--- config.mk ---
export PLATFORM = sky130hd
export DESIGN_NAME = fsq_encoder
export DESIGN_NICKNAME = d
export VERILOG_FILES = /design/src/core/fsq_pkg.sv /design/src/core/fsq_map_if.sv /design/src/core/fsq_quality_map.sv /design/src/core/fsq_encoder.sv
export VERILOG_INCLUDE_DIRS = /design/src /design/src/core
export SDC_FILE = /design/constraint.sdc
export NUM_CORES = 2
export LEC_CHECK = 0
export BUFFER_PORTS_ARGS = -buffer_cell sky130_fd_sc_hd__buf_2
export CELL_PAD_IN_SITES_DETAIL_PLACEMENT = 1
export CELL_PAD_IN_SITES_GLOBAL_PLACEMENT = 1
export CORE_MARGIN = 5
export CORE_UTILIZATION = 53
export DETAILED_ROUTE_END_ITERATION = 7
export PLACE_DENSITY_LB_ADDON = 0.08
export SLEW_MARGIN = 20
export SYNTH_ARGS = -nofsm -noshare
export SYNTH_HDL_FRONTEND = slang
export SYNTH_HIERARCHICAL = 1
export SYNTH_SLANG_ARGS = --single-unit
--- constraint.sdc ---
create_clock -name mclk -period 2.6 [get_ports mclk]
set_input_delay 0.13 -clock mclk [delete_from_list [all_inputs] [get_ports mclk]]
set_output_delay 0.13 -clock mclk [all_outputs]
set_load 0.1 [all_outputs]
--- src/core/fsq_defs.svh ---
// offsets, field positions, codes and reset values of the field status quality encoder
`ifndef FSQ_DEFS_SVH
`define FSQ_DEFS_SVH
// ==========================================================================
// register offsets (byte addresses, one word each)
`define FSQ_OFF_CTRL     9'h000
`define FSQ_OFF_STATUS   9'h004
`define FSQ_OFF_MASK     9'h008
`define FSQ_OFF_CONFIG   9'h00C
`define FSQ_OFF_WIN_REQ  9'h010
`define FSQ_OFF_WIN_VAL  9'h014
`define FSQ_OFF_WIN_QC   9'h018
`define FSQ_OFF_STANDBY  9'h01C
`define FSQ_OFF_REV7     9'h020
`define FSQ_SEL_VAL      2'h2
`define FSQ_SEL_QC       2'h3
// ==========================================================================
// field positions
`define FSQ_CTRL_EN_BIT  0
`define FSQ_EV_UPDATE    0
`define FSQ_EV_COMMERR   1
`define FSQ_EV_MISUSE    2
`define FSQ_EV_FAILOVER  3
// ==========================================================================
// quality codes
`define FSQ_QC_SYS_INIT  8'h00
`define FSQ_QC_MOD_INIT  8'h37
`define FSQ_QC_GOOD      8'h80
`define FSQ_QC_GOOD_LIM  8'h88
`define FSQ_QC_UNCERTAIN 8'h78
`define FSQ_QC_UPD_FAIL  8'h84
`define FSQ_QC_RESTRICT  8'h24
`define FSQ_QC_COMM_ERR  8'h23
`define FSQ_QC_BAD       8'h28
`define FSQ_QC_POOR      8'h68
`define FSQ_QC_MANUAL    8'h78
`define FSQ_QC_VIA_DYN   8'h40
// ==========================================================================
// first and second status byte fields
`define FSQ_S1_COMM_BIT  7
`define FSQ_RC_UPD_FAIL  8'h08
`define FSQ_RC_RESTRICT  8'h10
`define FSQ_S2_UNC_MASK  8'h17
`define FSQ_REV_NEW      8'h07
`define FSQ_LAST_VAR     2'h3
`endif

--- src/core/fsq_pkg.sv ---
// types shared by the field status quality encoder
package fsq_pkg;
  // ========================================================================
  // cyclic read scheduler states
  typedef enum logic [1:0] {
    PS_IDLE = 2'b01,
    PS_WAIT = 2'b10
  } fsq_poll_t;
  typedef logic [7:0] fsq_qc_t;  // one quality code
endpackage

--- src/core/fsq_map_if.sv ---
// carrier between the encoder and its quality mapper
interface fsq_map_if;
  logic             rev7;     // field device revision 7 or later
  logic             viaDyn;   // variables read by the older dynamic command
  logic             commErr;  // communication failure
  logic             absent;   // variable not provided by field device
  logic [7:0]       stat1;    // first status byte (response code)
  logic [7:0]       stat2;    // second status byte (device status)
  logic [7:0]       per_variable_status;      // per_variable_status byte
  fsq_pkg::fsq_qc_t qc;       // resulting quality code
  modport enc (output rev7, viaDyn, commErr, absent, stat1, stat2, per_variable_status, input qc);
  modport map (input rev7, viaDyn, commErr, absent, stat1, stat2, per_variable_status, output qc);
endinterface

--- src/core/fsq_quality_map.sv ---
// combinational mapping of one field response onto a quality code
`include "fsq_defs.svh"
module fsq_quality_map (
  fsq_map_if.map m
);
  // ========================================================================
  // mapping, errors first so a refused or lost frame never reads good
  always_comb begin
    logic [1:0] lim;
    lim = m.per_variable_status[5:4];
    if (m.commErr || m.absent || m.stat1[`FSQ_S1_COMM_BIT]) begin
      m.qc = `FSQ_QC_COMM_ERR;
    end else if (m.stat1 == `FSQ_RC_RESTRICT) begin
      m.qc = `FSQ_QC_RESTRICT;
    end else if (m.stat1 == `FSQ_RC_UPD_FAIL) begin
      m.qc = `FSQ_QC_UPD_FAIL;
    end else if (!m.rev7) begin
      // older devices: second status byte only
      if ((m.stat2 & `FSQ_S2_UNC_MASK) != 8'h00) begin
        m.qc = `FSQ_QC_UNCERTAIN;
      end else begin
        m.qc = `FSQ_QC_GOOD;
      end
    end else if (m.viaDyn) begin
      m.qc = `FSQ_QC_VIA_DYN;
    end else begin
      // newer devices: per_variable_status quality and limits
      case (m.per_variable_status[7:6])
        2'b00:   m.qc = `FSQ_QC_BAD | {6'h00, lim};
        2'b01:   m.qc = `FSQ_QC_POOR | {6'h00, lim};
        2'b10:   m.qc = `FSQ_QC_MANUAL | {6'h00, lim};
        default: begin
          if (m.per_variable_status[3] || lim != 2'b00) begin
            m.qc = `FSQ_QC_GOOD_LIM | {6'h00, lim};
          end else begin
            m.qc = `FSQ_QC_GOOD;
          end
        end
      endcase
    end
  end
endmodule // fsq_quality_map

--- src/core/fsq_encoder.sv ---
// field status quality encoder: per-variable quality table, request window, cyclic reads
// Notes on behaviour
// - older revisions use first and second status bytes
// - code: quality 7..6, sub-status 5..2, limits 1..0
// - older: config/cold start/fixed current stay good
// - older: extra status, saturation, limits give uncertain
// - update failure response gives 0x84
// - access restricted response gives 0x24
// - communication failure or missing variable gives 0x23
// - start-up, window misuse, failover load 0x37
// - 0x00 is the system initialization value
// - failover puts the channel in standby
// - newer revisions use per_variable_status
// - newer good: 0x80, low 0x89, high 0x8A
// - newer bad, poor, manual carry limit bits
// - further status available maps to 0x88..0x8B
// - newer read through dynamic command gives 0x40
// - enabled channels are read cyclically by itself
// - window returns any one configured variable
//
// Added by the designer: the register addresses and the strobed register port.
`include "fsq_defs.svh"
module fsq_encoder #(
  parameter int CHANNELS = 8,  // field channels
  parameter int VARS     = 4   // variables per channel
) (
  input  wire logic        mclk,
  input  wire logic        sys_rst,
  input  wire logic [8:0]  regAddr,
  input  wire logic [31:0] regWrData,
  input  wire logic        regWrStb,
  input  wire logic        regRdStb,
  output logic      [31:0] regRdData,
  output logic             irq,
  input  wire logic        rspValid,
  input  wire logic [2:0]  rspChan,
  input  wire logic [1:0]  rspVar,
  input  wire logic [7:0]  rspRev,
  input  wire logic [7:0]  rspStat1,
  input  wire logic [7:0]  rspStat2,
  input  wire logic [7:0]  rspDvs,
  input  wire logic        rspViaDyn,
  input  wire logic        rspCommErr,
  input  wire logic        rspAbsent,
  input  wire logic [31:0] rspValue,
  input  wire logic        failover,
  input  wire logic [2:0]  failChan,
  output logic             pollReq,
  output logic      [2:0]  pollChan,
  output logic             pollNewCmd
);
  localparam int ENTRIES = CHANNELS * VARS;
  // ========================================================================
  // storage and control state
  logic [31:0]      valMem_q [ENTRIES];  // last value of each variable
  fsq_pkg::fsq_qc_t qcMem_q  [ENTRIES];  // quality code of each variable
  logic             enable_q;            // field protocol enabled
  logic [3:0]       status_q;            // sticky events
  logic [3:0]       mask_q;              // interrupt mask
  logic [31:0]      config_q;            // variables configured for the window
  logic [4:0]       winIdx_q;            // entry requested through the window
  logic             winLive_q;           // window follows a valid entry
  logic [31:0]      winVal_q;            // window value
  fsq_pkg::fsq_qc_t winQc_q;             // window quality code
  logic [7:0]       standby_q;           // channels in standby
  logic [7:0]       rev7_q;              // channels reporting revision 7+
  logic [31:0]      rdData_q;
  logic             irq_q;
  fsq_pkg::fsq_poll_t pollSt_q;
  logic             pollReq_q;
  logic [2:0]       pollChan_q;
  logic             pollNew_q;
  // ========================================================================
  // decode and events
  logic [4:0] rspIdx;      // table entry of this response
  logic       accept;      // response taken into the table
  logic       rspRev7;     // this response comes from a newer device
  logic       winWr;       // software window request
  logic       winBad;      // window request for an unconfigured entry
  logic       statusRd;    // status read, clears sticky bits
  logic [3:0] events;      // event pulses this cycle
  fsq_map_if  mapIf ();
  assign rspIdx   = {rspChan, rspVar};
  // standby channels keep their start-up code until software releases them
  assign accept   = rspValid && enable_q && !standby_q[rspChan];
  assign rspRev7  = rspRev >= `FSQ_REV_NEW;
  assign winWr    = regWrStb && regAddr == `FSQ_OFF_WIN_REQ;
  assign winBad   = !config_q[regWrData[4:0]];
  assign statusRd = regRdStb && regAddr == `FSQ_OFF_STATUS;
  assign events[`FSQ_EV_UPDATE]   = accept;
  assign events[`FSQ_EV_COMMERR]  = accept && (rspCommErr || rspAbsent);
  assign events[`FSQ_EV_MISUSE]   = winWr && winBad;
  assign events[`FSQ_EV_FAILOVER] = failover;
  // ========================================================================
  // feed the mapper with the response in flight
  assign mapIf.rev7    = rspRev7;
  assign mapIf.viaDyn  = rspViaDyn;
  assign mapIf.commErr = rspCommErr;
  assign mapIf.absent  = rspAbsent;
  assign mapIf.stat1   = rspStat1;
  assign mapIf.stat2   = rspStat2;
  assign mapIf.per_variable_status     = rspDvs;
  fsq_quality_map u_map (
    .m (mapIf.map)
  );
  // ========================================================================
  // control registers written by software
  always_ff @(posedge mclk) begin
    if (sys_rst) begin
      enable_q <= 1'b0;
      mask_q   <= 4'h0;
      config_q <= 32'h0000_0000;
    end else if (regWrStb) begin
      case (regAddr)
        `FSQ_OFF_CTRL:   enable_q <= regWrData[`FSQ_CTRL_EN_BIT];
        `FSQ_OFF_MASK:   mask_q   <= regWrData[3:0];
        `FSQ_OFF_CONFIG: config_q <= regWrData;
        default: ;  // other offsets handled elsewhere or ignored
      endcase
    end
  end
  // ========================================================================
  // sticky status, cleared by reading it; a new event beats the clear
  always_ff @(posedge mclk) begin
    if (sys_rst) begin
      status_q <= 4'h0;
    end else if (statusRd) begin
      status_q <= events;
    end else begin
      status_q <= status_q | events;
    end
  end
  // level interrupt from any unmasked sticky bit
  always_ff @(posedge mclk) begin
    if (sys_rst) begin
      irq_q <= 1'b0;
    end else begin
      irq_q <= |((statusRd ? events : (status_q | events)) & mask_q);
    end
  end
  // ========================================================================
  // standby and revision per channel
  always_ff @(posedge mclk) begin
    if (sys_rst) begin
      standby_q <= 8'h00;
    end else begin
      // writing ones releases channels; a failover in the same cycle wins
      if (regWrStb && regAddr == `FSQ_OFF_STANDBY) begin
        standby_q <= standby_q & ~regWrData[7:0];
      end
      if (failover) begin
        standby_q[failChan] <= 1'b1;
      end
    end
  end
  always_ff @(posedge mclk) begin
    if (sys_rst) begin
      rev7_q <= 8'h00;
    end else if (accept && !rspCommErr) begin
      rev7_q[rspChan] <= rspRev7;
    end
  end
  // ========================================================================
  // variable table; start-up and failover load the module's init code
  always_ff @(posedge mclk) begin
    if (sys_rst) begin
      for (int i = 0; i < ENTRIES; i++) begin
        qcMem_q[i]  <= `FSQ_QC_MOD_INIT;
        valMem_q[i] <= 32'h0000_0000;
      end
    end else begin
      if (accept) begin
        qcMem_q[rspIdx] <= mapIf.qc;
        if (!rspCommErr && !rspAbsent) begin
          valMem_q[rspIdx] <= rspValue;
        end
      end
      if (failover) begin
        for (int v = 0; v < VARS; v++) begin
          qcMem_q[{failChan, 2'(v)}] <= `FSQ_QC_MOD_INIT;
        end
      end
    end
  end
  // ========================================================================
  // variable request window; a bad request shows the init code
  always_ff @(posedge mclk) begin
    if (sys_rst) begin
      winIdx_q  <= 5'h00;
      winLive_q <= 1'b0;
      winVal_q  <= 32'h0000_0000;
      winQc_q   <= `FSQ_QC_SYS_INIT;
    end else if (winWr) begin
      winIdx_q  <= regWrData[4:0];
      winLive_q <= !winBad;
      if (winBad) begin
        winVal_q <= 32'h0000_0000;
        winQc_q  <= `FSQ_QC_MOD_INIT;
      end else begin
        winVal_q <= valMem_q[regWrData[4:0]];
        winQc_q  <= qcMem_q[regWrData[4:0]];
      end
    end else if (winLive_q && accept && rspIdx == winIdx_q) begin
      // keep the window current as the cyclic reads refresh its entry
      winQc_q <= mapIf.qc;
      if (!rspCommErr && !rspAbsent) begin
        winVal_q <= rspValue;
      end
    end else if (winLive_q && failover && winIdx_q[4:2] == failChan) begin
      winQc_q <= `FSQ_QC_MOD_INIT;
    end
  end
  // ========================================================================
  // cyclic read scheduler: one channel at a time, all variables per turn
  always_ff @(posedge mclk) begin
    if (sys_rst) begin
      pollSt_q   <= fsq_pkg::PS_IDLE;
      pollReq_q  <= 1'b0;
      pollChan_q <= 3'h0;
      pollNew_q  <= 1'b0;
    end else begin
      case (pollSt_q)
        fsq_pkg::PS_IDLE: begin
          if (enable_q) begin
            pollReq_q <= 1'b1;
            pollNew_q <= rev7_q[pollChan_q];
            pollSt_q  <= fsq_pkg::PS_WAIT;
          end
        end
        fsq_pkg::PS_WAIT: begin
          // a lost frame or the last variable ends this channel's turn
          if (!enable_q) begin
            pollReq_q <= 1'b0;
            pollSt_q  <= fsq_pkg::PS_IDLE;
          end else if (rspValid && rspChan == pollChan_q &&
                       (rspCommErr || rspVar == `FSQ_LAST_VAR)) begin
            pollReq_q  <= 1'b0;
            pollChan_q <= pollChan_q + 3'h1;
            pollSt_q   <= fsq_pkg::PS_IDLE;
          end
        end
        default: begin
          pollReq_q <= 1'b0;
          pollSt_q  <= fsq_pkg::PS_IDLE;
        end
      endcase
    end
  end
  // ========================================================================
  // read port: data stand only in the cycle after the strobe
  always_ff @(posedge mclk) begin
    if (sys_rst) begin
      rdData_q <= 32'h0000_0000;
    end else if (!regRdStb) begin
      rdData_q <= 32'h0000_0000;
    end else if (regAddr[8:7] == `FSQ_SEL_VAL) begin
      rdData_q <= valMem_q[regAddr[6:2]];
    end else if (regAddr[8:7] == `FSQ_SEL_QC) begin
      rdData_q <= {24'h00_0000, qcMem_q[regAddr[6:2]]};
    end else begin
      case (regAddr)
        `FSQ_OFF_CTRL:    rdData_q <= {31'h0000_0000, enable_q};
        `FSQ_OFF_STATUS:  rdData_q <= {28'h000_0000, status_q};
        `FSQ_OFF_MASK:    rdData_q <= {28'h000_0000, mask_q};
        `FSQ_OFF_CONFIG:  rdData_q <= config_q;
        `FSQ_OFF_WIN_REQ: rdData_q <= {26'h000_0000, winLive_q, winIdx_q};
        `FSQ_OFF_WIN_VAL: rdData_q <= winVal_q;
        `FSQ_OFF_WIN_QC:  rdData_q <= {24'h00_0000, winQc_q};
        `FSQ_OFF_STANDBY: rdData_q <= {24'h00_0000, standby_q};
        `FSQ_OFF_REV7:    rdData_q <= {24'h00_0000, rev7_q};
        default:          rdData_q <= 32'h0000_0000;  // unmapped reads zero
      endcase
    end
  end
  assign regRdData  = rdData_q;
  assign irq        = irq_q;
  assign pollReq    = pollReq_q;
  assign pollChan   = pollChan_q;
  assign pollNewCmd = pollNew_q;
  // ========================================================================
  // checks
  logic noErr;  // response carries no error of any kind
  assign noErr = !rspCommErr && !rspAbsent && rspStat1 == 8'h00;
  old_good_a: assert property (@(posedge mclk) disable iff (sys_rst)
    rspValid && !rspRev7 && noErr && (rspStat2 & `FSQ_S2_UNC_MASK) == 8'h00
    |-> mapIf.qc == 8'h80) else $error("older device not reported good");
  old_uncertain_a: assert property (@(posedge mclk) disable iff (sys_rst)
    rspValid && !rspRev7 && noErr && (rspStat2 & `FSQ_S2_UNC_MASK) != 8'h00
    |-> mapIf.qc == 8'h78) else $error("older device not reported uncertain");
  upd_fail_a: assert property (@(posedge mclk) disable iff (sys_rst)
    rspValid && !rspCommErr && !rspAbsent && rspStat1 == 8'h08
    |-> mapIf.qc == 8'h84) else $error("update failure code wrong");
  // a failover in the same cycle overwrites the stored code, so it is left out
  restricted_a: assert property (@(posedge mclk) disable iff (sys_rst)
    accept && !rspCommErr && !rspAbsent && rspStat1 == 8'h10 && !failover
    |=> qcMem_q[$past(rspIdx)] == 8'h24) else $error("restricted code not stored");
  comm_err_a: assert property (@(posedge mclk) disable iff (sys_rst)
    accept && rspCommErr && !failover
    |=> qcMem_q[$past(rspIdx)] == 8'h23 && status_q[`FSQ_EV_COMMERR])
    else $error("communication failure not recorded");
  new_low_limit_a: assert property (@(posedge mclk) disable iff (sys_rst)
    rspValid && rspRev7 && !rspViaDyn && noErr && rspDvs[7:3] == 5'b11010
    |-> mapIf.qc == 8'h89) else $error("good low limit code wrong");
  new_via_dyn_a: assert property (@(posedge mclk) disable iff (sys_rst)
    rspValid && rspRev7 && rspViaDyn && noErr
    |-> mapIf.qc == 8'h40) else $error("dynamic command read code wrong");
  failover_init_a: assert property (@(posedge mclk) disable iff (sys_rst)
    failover |=> standby_q[$past(failChan)] && qcMem_q[{$past(failChan), 2'h0}] == 8'h37
    ##1 standby_q[$past(failChan, 2)] || $past(regWrStb))
    else $error("failover did not place channel in standby");
  win_misuse_a: assert property (@(posedge mclk) disable iff (sys_rst)
    winWr && winBad |=> winQc_q == 8'h37 && !winLive_q && status_q[`FSQ_EV_MISUSE])
    else $error("window misuse not flagged");
  // both ways of ending a turn count: a lost frame or the last variable
  poll_advance_a: assert property (@(posedge mclk) disable iff (sys_rst)
    pollReq_q && enable_q && rspValid && rspChan == pollChan_q &&
    (rspCommErr || rspVar == 2'h3) |=> !pollReq_q ##1 (pollReq_q || !enable_q))
    else $error("scheduler stalled");
  // ========================================================================
  // mapping, storage and window checks
  new_bad_a: assert property (@(posedge mclk) disable iff (sys_rst)
    rspValid && rspRev7 && !rspViaDyn && noErr && rspDvs[7:6] == 2'b00
    |-> mapIf.qc == {6'h0A, rspDvs[5:4]}) else $error("newer bad code wrong");
  new_further_a: assert property (@(posedge mclk) disable iff (sys_rst)
    rspValid && rspRev7 && !rspViaDyn && noErr && rspDvs[7:6] == 2'b11 && rspDvs[3]
    |-> mapIf.qc == {6'h22, rspDvs[5:4]}) else $error("further status code wrong");
  value_store_a: assert property (@(posedge mclk) disable iff (sys_rst)
    accept && !rspCommErr && !rspAbsent
    |=> valMem_q[$past(rspIdx)] == $past(rspValue)) else $error("value not stored");
  win_follow_a: assert property (@(posedge mclk) disable iff (sys_rst)
    winWr && !winBad && !accept && !failover
    |=> winLive_q && winQc_q == qcMem_q[winIdx_q] && winVal_q == valMem_q[winIdx_q])
    else $error("window does not show the requested entry");
  // ========================================================================
  // scenarios worth seeing
  cov_new_dev_c: cover property (@(posedge mclk) disable iff (sys_rst)
    accept && rspRev7 && !rspViaDyn);
  cov_window_c: cover property (@(posedge mclk) disable iff (sys_rst)
    winWr && !winBad ##[1:20] accept && rspIdx == winIdx_q);
  cov_irq_c: cover property (@(posedge mclk) disable iff (sys_rst)
    irq_q ##1 statusRd ##1 !irq_q);
  cov_failover_c: cover property (@(posedge mclk) disable iff (sys_rst)
    failover ##[1:40] regWrStb && regAddr == `FSQ_OFF_STANDBY);
  cov_poll_wrap_c: cover property (@(posedge mclk) disable iff (sys_rst)
    pollReq_q && pollChan_q == 3'h7 ##[1:20] pollReq_q && pollChan_q == 3'h0);
endmodule // fsq_encoder

==> Word level (Yosys, flattened, before mapping) <==
Memories as Yosys holds them, arrays and structs flattened.
Index checks and enable logic that the tools add are counted.
{ "totals": {"ff_bits": 143, "ramBits": 1280, "input_bits": 122, "output_inout_bits": 38, "word_cells": 173, "memories": 2} }
{ "mem_list": {"columns": ["name", "depth", "width", "read_ports", "rd_clocked_by_memory_dff", "write_ports", "line_no", "text"], "rows": [
  ["valMem_q", 32, 32, 2, 0, 32, "fsq_encoder.sv:55", "logic [31:0] valMem_q [ENTRIES];"],
  ["qcMem_q", 32, 8, 2, 0, 32, "fsq_encoder.sv:56", "fsq_pkg::fsq_qc_t qcMem_q [ENTRIES];"]
]} }
{ "op_classes": {"addsub": 1, "order_cmp": 7, "eq_ne": 22, "n_mux": 72, "bitwise_logic": 6, "n_reduce_logical": 47} }
{ "op_table": {"columns": ["cell", "count"], "rows": [
  ["$pmux 32 s9", 1],
  ["$mux 32", 7],
  ["$mux 8", 18],
  ["$reduce_or 8->1", 5],
  ["$eq 9x5->1 const B", 4],
  ["$reduce_or 32->1", 1],
  ["$mux 5", 6],
  ["$mux 1", 26],
  ["$pmux 8 s3", 1],
  ["$eq 9x4->1 const B", 2],
  ["$logic_and 1x1->1", 17],
  ["$lt 3x4->1 const B", 3],
  ["$reduce_and 2->1", 6],
  ["$eq 2x2->1 const B", 5],
  ["$eq 9x3->1 const B", 1],
  ["$eq 9x6->1 const B", 1],
  ["$logic_not 9->1", 1],
  ["$and 8x8->8", 1],
  ["$bwmux 8", 1],
  ["$eq 8x4->1 const B", 1],
  ["$eq 8x5->1 const B", 1],
  ["$ge 8x3->1 const B", 1],
  ["$mux 4", 2],
  ["$not 8->8", 1],
  ["other kinds (27)", 42]
]} }

==> Depth between registers and ports, before layout <==
{ "depth": {"depth_word": 11, "ltp_mapped": 11} }

==> By module <==
The synthesis kept the hierarchy.
{ "by_module_without_submodules": {"columns": ["module", "n_inst", "cells_per_inst", "area_each_um2"], "rows": [
  ["fsq_encoder", 1, 5946, 75213.4],
  ["fsq_quality_map", 1, 39, 262.8]
]} }

==> Worst setup path after synthesis <==
No wires, ideal clock.
{ "synth_path": {"kind": "input -> register", "start": "in rspChan[2]", "end": "mem valMem_q[30][0], enable pin", "arrival_ps": 2047, "path_slack_ps": 179, "cell_stages": 8, "path_cell_list": "buf_2 -> mux2_4 -> a21oi_2 -> and4_1 -> buf_4 -> nand3_4 -> nor2_4 -> or2_2"} }
{ "synth_rtl": {"columns": ["item", "line_no", "text"], "rows": [
  ["start, declared", "fsq_encoder.sv:36", "input wire logic [2:0] rspChan,"],
  ["end, declared", "fsq_encoder.sv:55", null]
]} }

==> out/qor.txt <==
Hold Vio Cnt, Final: 0
total nets after synthesis: 6112
Internal Pwr Total: 0.0407 W
io pins: 160
# DRC: 4
nets: 6436
Clock Path Buffers: 3
CTS Buf Count: 157
Critical Path AT: 3.08 ns
grt total ovfl: 0
Avg Cell Area, Syn: 12.6 um^2
crit-path max FO: 25
#FFs+latches synth: 1422
Setup crit end kind: flop
Slew headroom: 41.0%
Yosys top cell by area: edfxtp_1
vias in the first global route: 61100
clock sink total: 1422
core area: 142000 um^2
Final GP Congestion: 0.956
initial antenna violation count: 42
sequential fraction of the synthesis area: 51.3%
slowest CP cell: or3b_1
Syn Std Cell Area: 75500 um^2
Critical Path Max Stage Delay: 0.36 ns
DRT Pass-1 Iters: 8
Hold Path Class: primary input to flop
Routed Antenna Nets: 0
share of flip-flops with an asynchronous set or reset: 0%
Tcrit/Tclk final: 100%
first-pass GRT wire length: 455000 um
Distinct cells, synth: 74
largest net degree at the start of global routing: 179
clock share of power: 43.2%
CTS tree: done
Skew-Pair Late Insertion Delay: 0.82 ns
# setup viols final: 5
register share of total power: 46.2%
Worst setup SP type: flop
multi-input logic area: 34300 um^2
clock skew: 0.0394 ns
top cell type's share of synthesized area: 40.7%
Fmax: 384 MHz
RSZ-0062 raised after global routing: false
post-layout util: 62.7%
vias per cell: 7.21
Top FF cell, synth: edfxtp_1
GRT Total Usage: 42.2%
max-slew violations: 0
Req. time, crit path: 3.08 ns
Routed WL: 324000 um
Comb power frac: 10.7%
cell count after synthesis: 5985
CP most frequent cell: buf_12
worst slew pin tran: 0.885 ns
drt wl/cell: 38.8 um
fillers: 13600
NetSw: 0.0138 W
violated checks: DRC, setup timing
routed vias: 60300
Design Area, Final: 88700 um^2
1st-iter DRT viols: 9369
Area Growth Syn to Fin: 17.5%
sw frac: 25.3%
placed cell area: 82400 um^2
P_leak: 32.7 nW
Port Buf Inserts: 152
Clock Pin Slew Worst Setup and Hold Paths: 0.06 ns
H-Tree Depth: 4
share of post-route cells with drive strength above 1: 24.8%
Initial Utilization: 53.3%
pwr dens: 614 nW/um^2
die height: 387 um
storage element area: 38700 um^2
Synth area leaders: edfxtp_1 41%, mux4_2 16%, dfxtp_1 11%, and2_1 8.6%, mux2i_1 5.8%
CP delay by family, top: simple AND/OR/NAND/NOR gates
dpl hpwl: 204000 um
CP cell instances: or3b_1 -> a21o_1 -> and4_1 -> buf_12 -> nand3_4 -> buf_12 -> nor2_4 -> or2_2 -> buf_12
EDFF count, synth: 1024
worst setup margin: -0.00387 ns
die area: 150000 um^2
status: complete, but fails checks
number of core rows: 138
CP Buf/Inv Count: 3
total power: 0.0545 W
Max Cap Violations: 0
YS warnings: 6
die width: 387 um
min cycle time layout: 2.60 ns
WS Path Type: flop to flop
peak supply drop: 0.590 mV
clock root cell: clkbuf_16
## through the flow
| stage | TNS [ns] | setup slack, ns | instances | hold slack [ns] |
|---|---|---|---|---|
| 3_5_place_dp | -0.825 | -0.0601 | 7953 | 0.381 |
| 5_1_grt | 0 | 0.0101 | 8336 | 0.0269 |
| 4_1_cts | 0 | 0.00651 | 8329 | 0.00293 |
| 3_3_place_gp | -0.0646 | -0.0104 | 7953 | 0.377 |
| 6_report | -0.00939 | -0.00387 | 8357 | 0.0282 |
| 2_1_floorplan | 0 | 0.179 | 5985 | 0.266 |
## cells in the mapped netlist, types with 17 or more instances
master	n
nor2_1	221
a22oi_1	311
buf_2	204
nand3b_1	106
o21ai_0	192
mux4_2	533
or2_2	34
nand3_1	123
edfxtp_1	1024
o21ai_1	20
mux2i_1	434
nand4_1	48
o22ai_1	30
nand2b_1	51
nor3_1	186
and2_1	1033
a21oi_1	144
buf_1	49
nor2b_1	25
dfxtp_1	398
nor3_2	30
clkbuf_1	319
nand2_1	256
buf_4	17
## state kept, by name (all words and copies together), names as in the netlist, 5 cells and up
| signal | flops |
|---|---|
| winQc_q | 8 |
| winIdx_q | 5 |
| qcMem_q | 256 |
| rev7_q | 8 |
| config_q | 32 |
| winVal_q | 32 |
| standby_q | 8 |
| regRdData | 32 |
| valMem_q | 1024 |
## worst reg2reg max path, delay by kind of cell, from the launching register on
kind,cells,cell delay (ns)
and+or+nand+nor,5,1.11
buffers and inverters,3,0.53
DFF,1,0.32
AOI/OAI and AO/OA,1,0.22
## placed cells by master (no fill, tap or decap), types with 26 or more instances in the layout
| cell | Yosys | routed |
|---|---|---|
| clkinv_2 | 0 | 26 |
| a21oi_1 | 144 | 143 |
| nand2_1 | 256 | 255 |
| edfxtp_1 | 1024 | 1024 |
| buf_2 | 204 | 146 |
| nor3_1 | 186 | 185 |
| clkbuf_1 | 319 | 31 |
| or2_2 | 34 | 33 |
| nand4_1 | 48 | 48 |
| nand3_1 | 123 | 122 |
| nor2_1 | 221 | 210 |
| o21ai_0 | 192 | 192 |
| mux4_2 | 533 | 533 |
| dlygate4sd3_1 | 0 | 83 |
| o22ai_1 | 30 | 30 |
| and2_1 | 1033 | 1032 |
| dfxtp_1 | 398 | 398 |
| clkbuf_16 | 0 | 161 |
| mux2i_1 | 434 | 434 |
| nor2_4 | 16 | 35 |
| nand3b_1 | 106 | 106 |
| a22oi_1 | 311 | 311 |
| nor3_2 | 30 | 31 |
| buf_12 | 0 | 179 |
| buf_4 | 17 | 347 |
| nand2b_1 | 51 | 50 |
## worst paths after layout
path,start,end,slack [ns],depth (start not counted)
worst max-delay path,standby_q[0]$_SDFF_PP0_,valMem_q[14][26]$_SDFFCE_PN0P_,-0.004,9
worst min-delay path,rspStat1[3],qcMem_q[7][7]$_SDFFE_PP0P_,0.03,6
worst max register to register,standby_q[0]$_SDFF_PP0_,valMem_q[14][26]$_SDFFCE_PN0P_,-0.004,9
worst min register to register,winQc_q[0]$_SDFFE_PP0P_,winQc_q[0]$_SDFFE_PP0P_,0.49,1
## layer usage
layer / global-route usage (%) / wire, um
met5: 0 / 33
met4: 23.2 / 21000
met3: 12.2 / 44600
met2: 63.8 / 144000
met1: 55.3 / 115000
## power by group through the flow
stage	logic [W]	clock network (W)	registers [W]
6_report	0.00581	0.0235	0.0251
5_1_grt	0.00588	0.0245	0.0252
4_1_cts	0.00564	0.0235	0.0251
3_5_place_dp	0.00549	0	0.0256
3_3_place_gp	0.00540	0	0.0255
2_1_floorplan	0.00297	0	0.0255
## area by class of cell
type                            instances  share of cell area (%)
Multi-Input combinational cell       3955                    38.7
Timing Repair Buffer                  765                    8.88
Antenna cell                           24                  0.0677
Tap cell                             1890                    2.67
Inverter                                8                  0.0409
Clock inverter                         84                    1.07
Sequential cell                      1422                    43.6
Clock buffer                          209                    4.94
## timing repair
item / in CTS / in global routing
resized for setup: 2 / 6
buffers inserted: 0 / 4
endpoints found under the hold margin: 1022 / 0
setup endpoints to repair: 8 / 131
gates cloned: 0 / 0
hold buffers: 83 / 0
## cells by family after synthesis
| kind of cell | share of synthesized area, % |
|---|---|
| AND/OR/NAND/NOR | 16.6 |
| flip-flops | 51.3 |
| multiplexers | 21.9 |
| AO/OA/AOI/OAI | 6.49 |
| buffers and inverters | 3.50 |
| XOR/XNOR | 0.162 |
| adder cells (fa/ha/maj) | 0.0829 |
(Power assumes the default switching activity.)
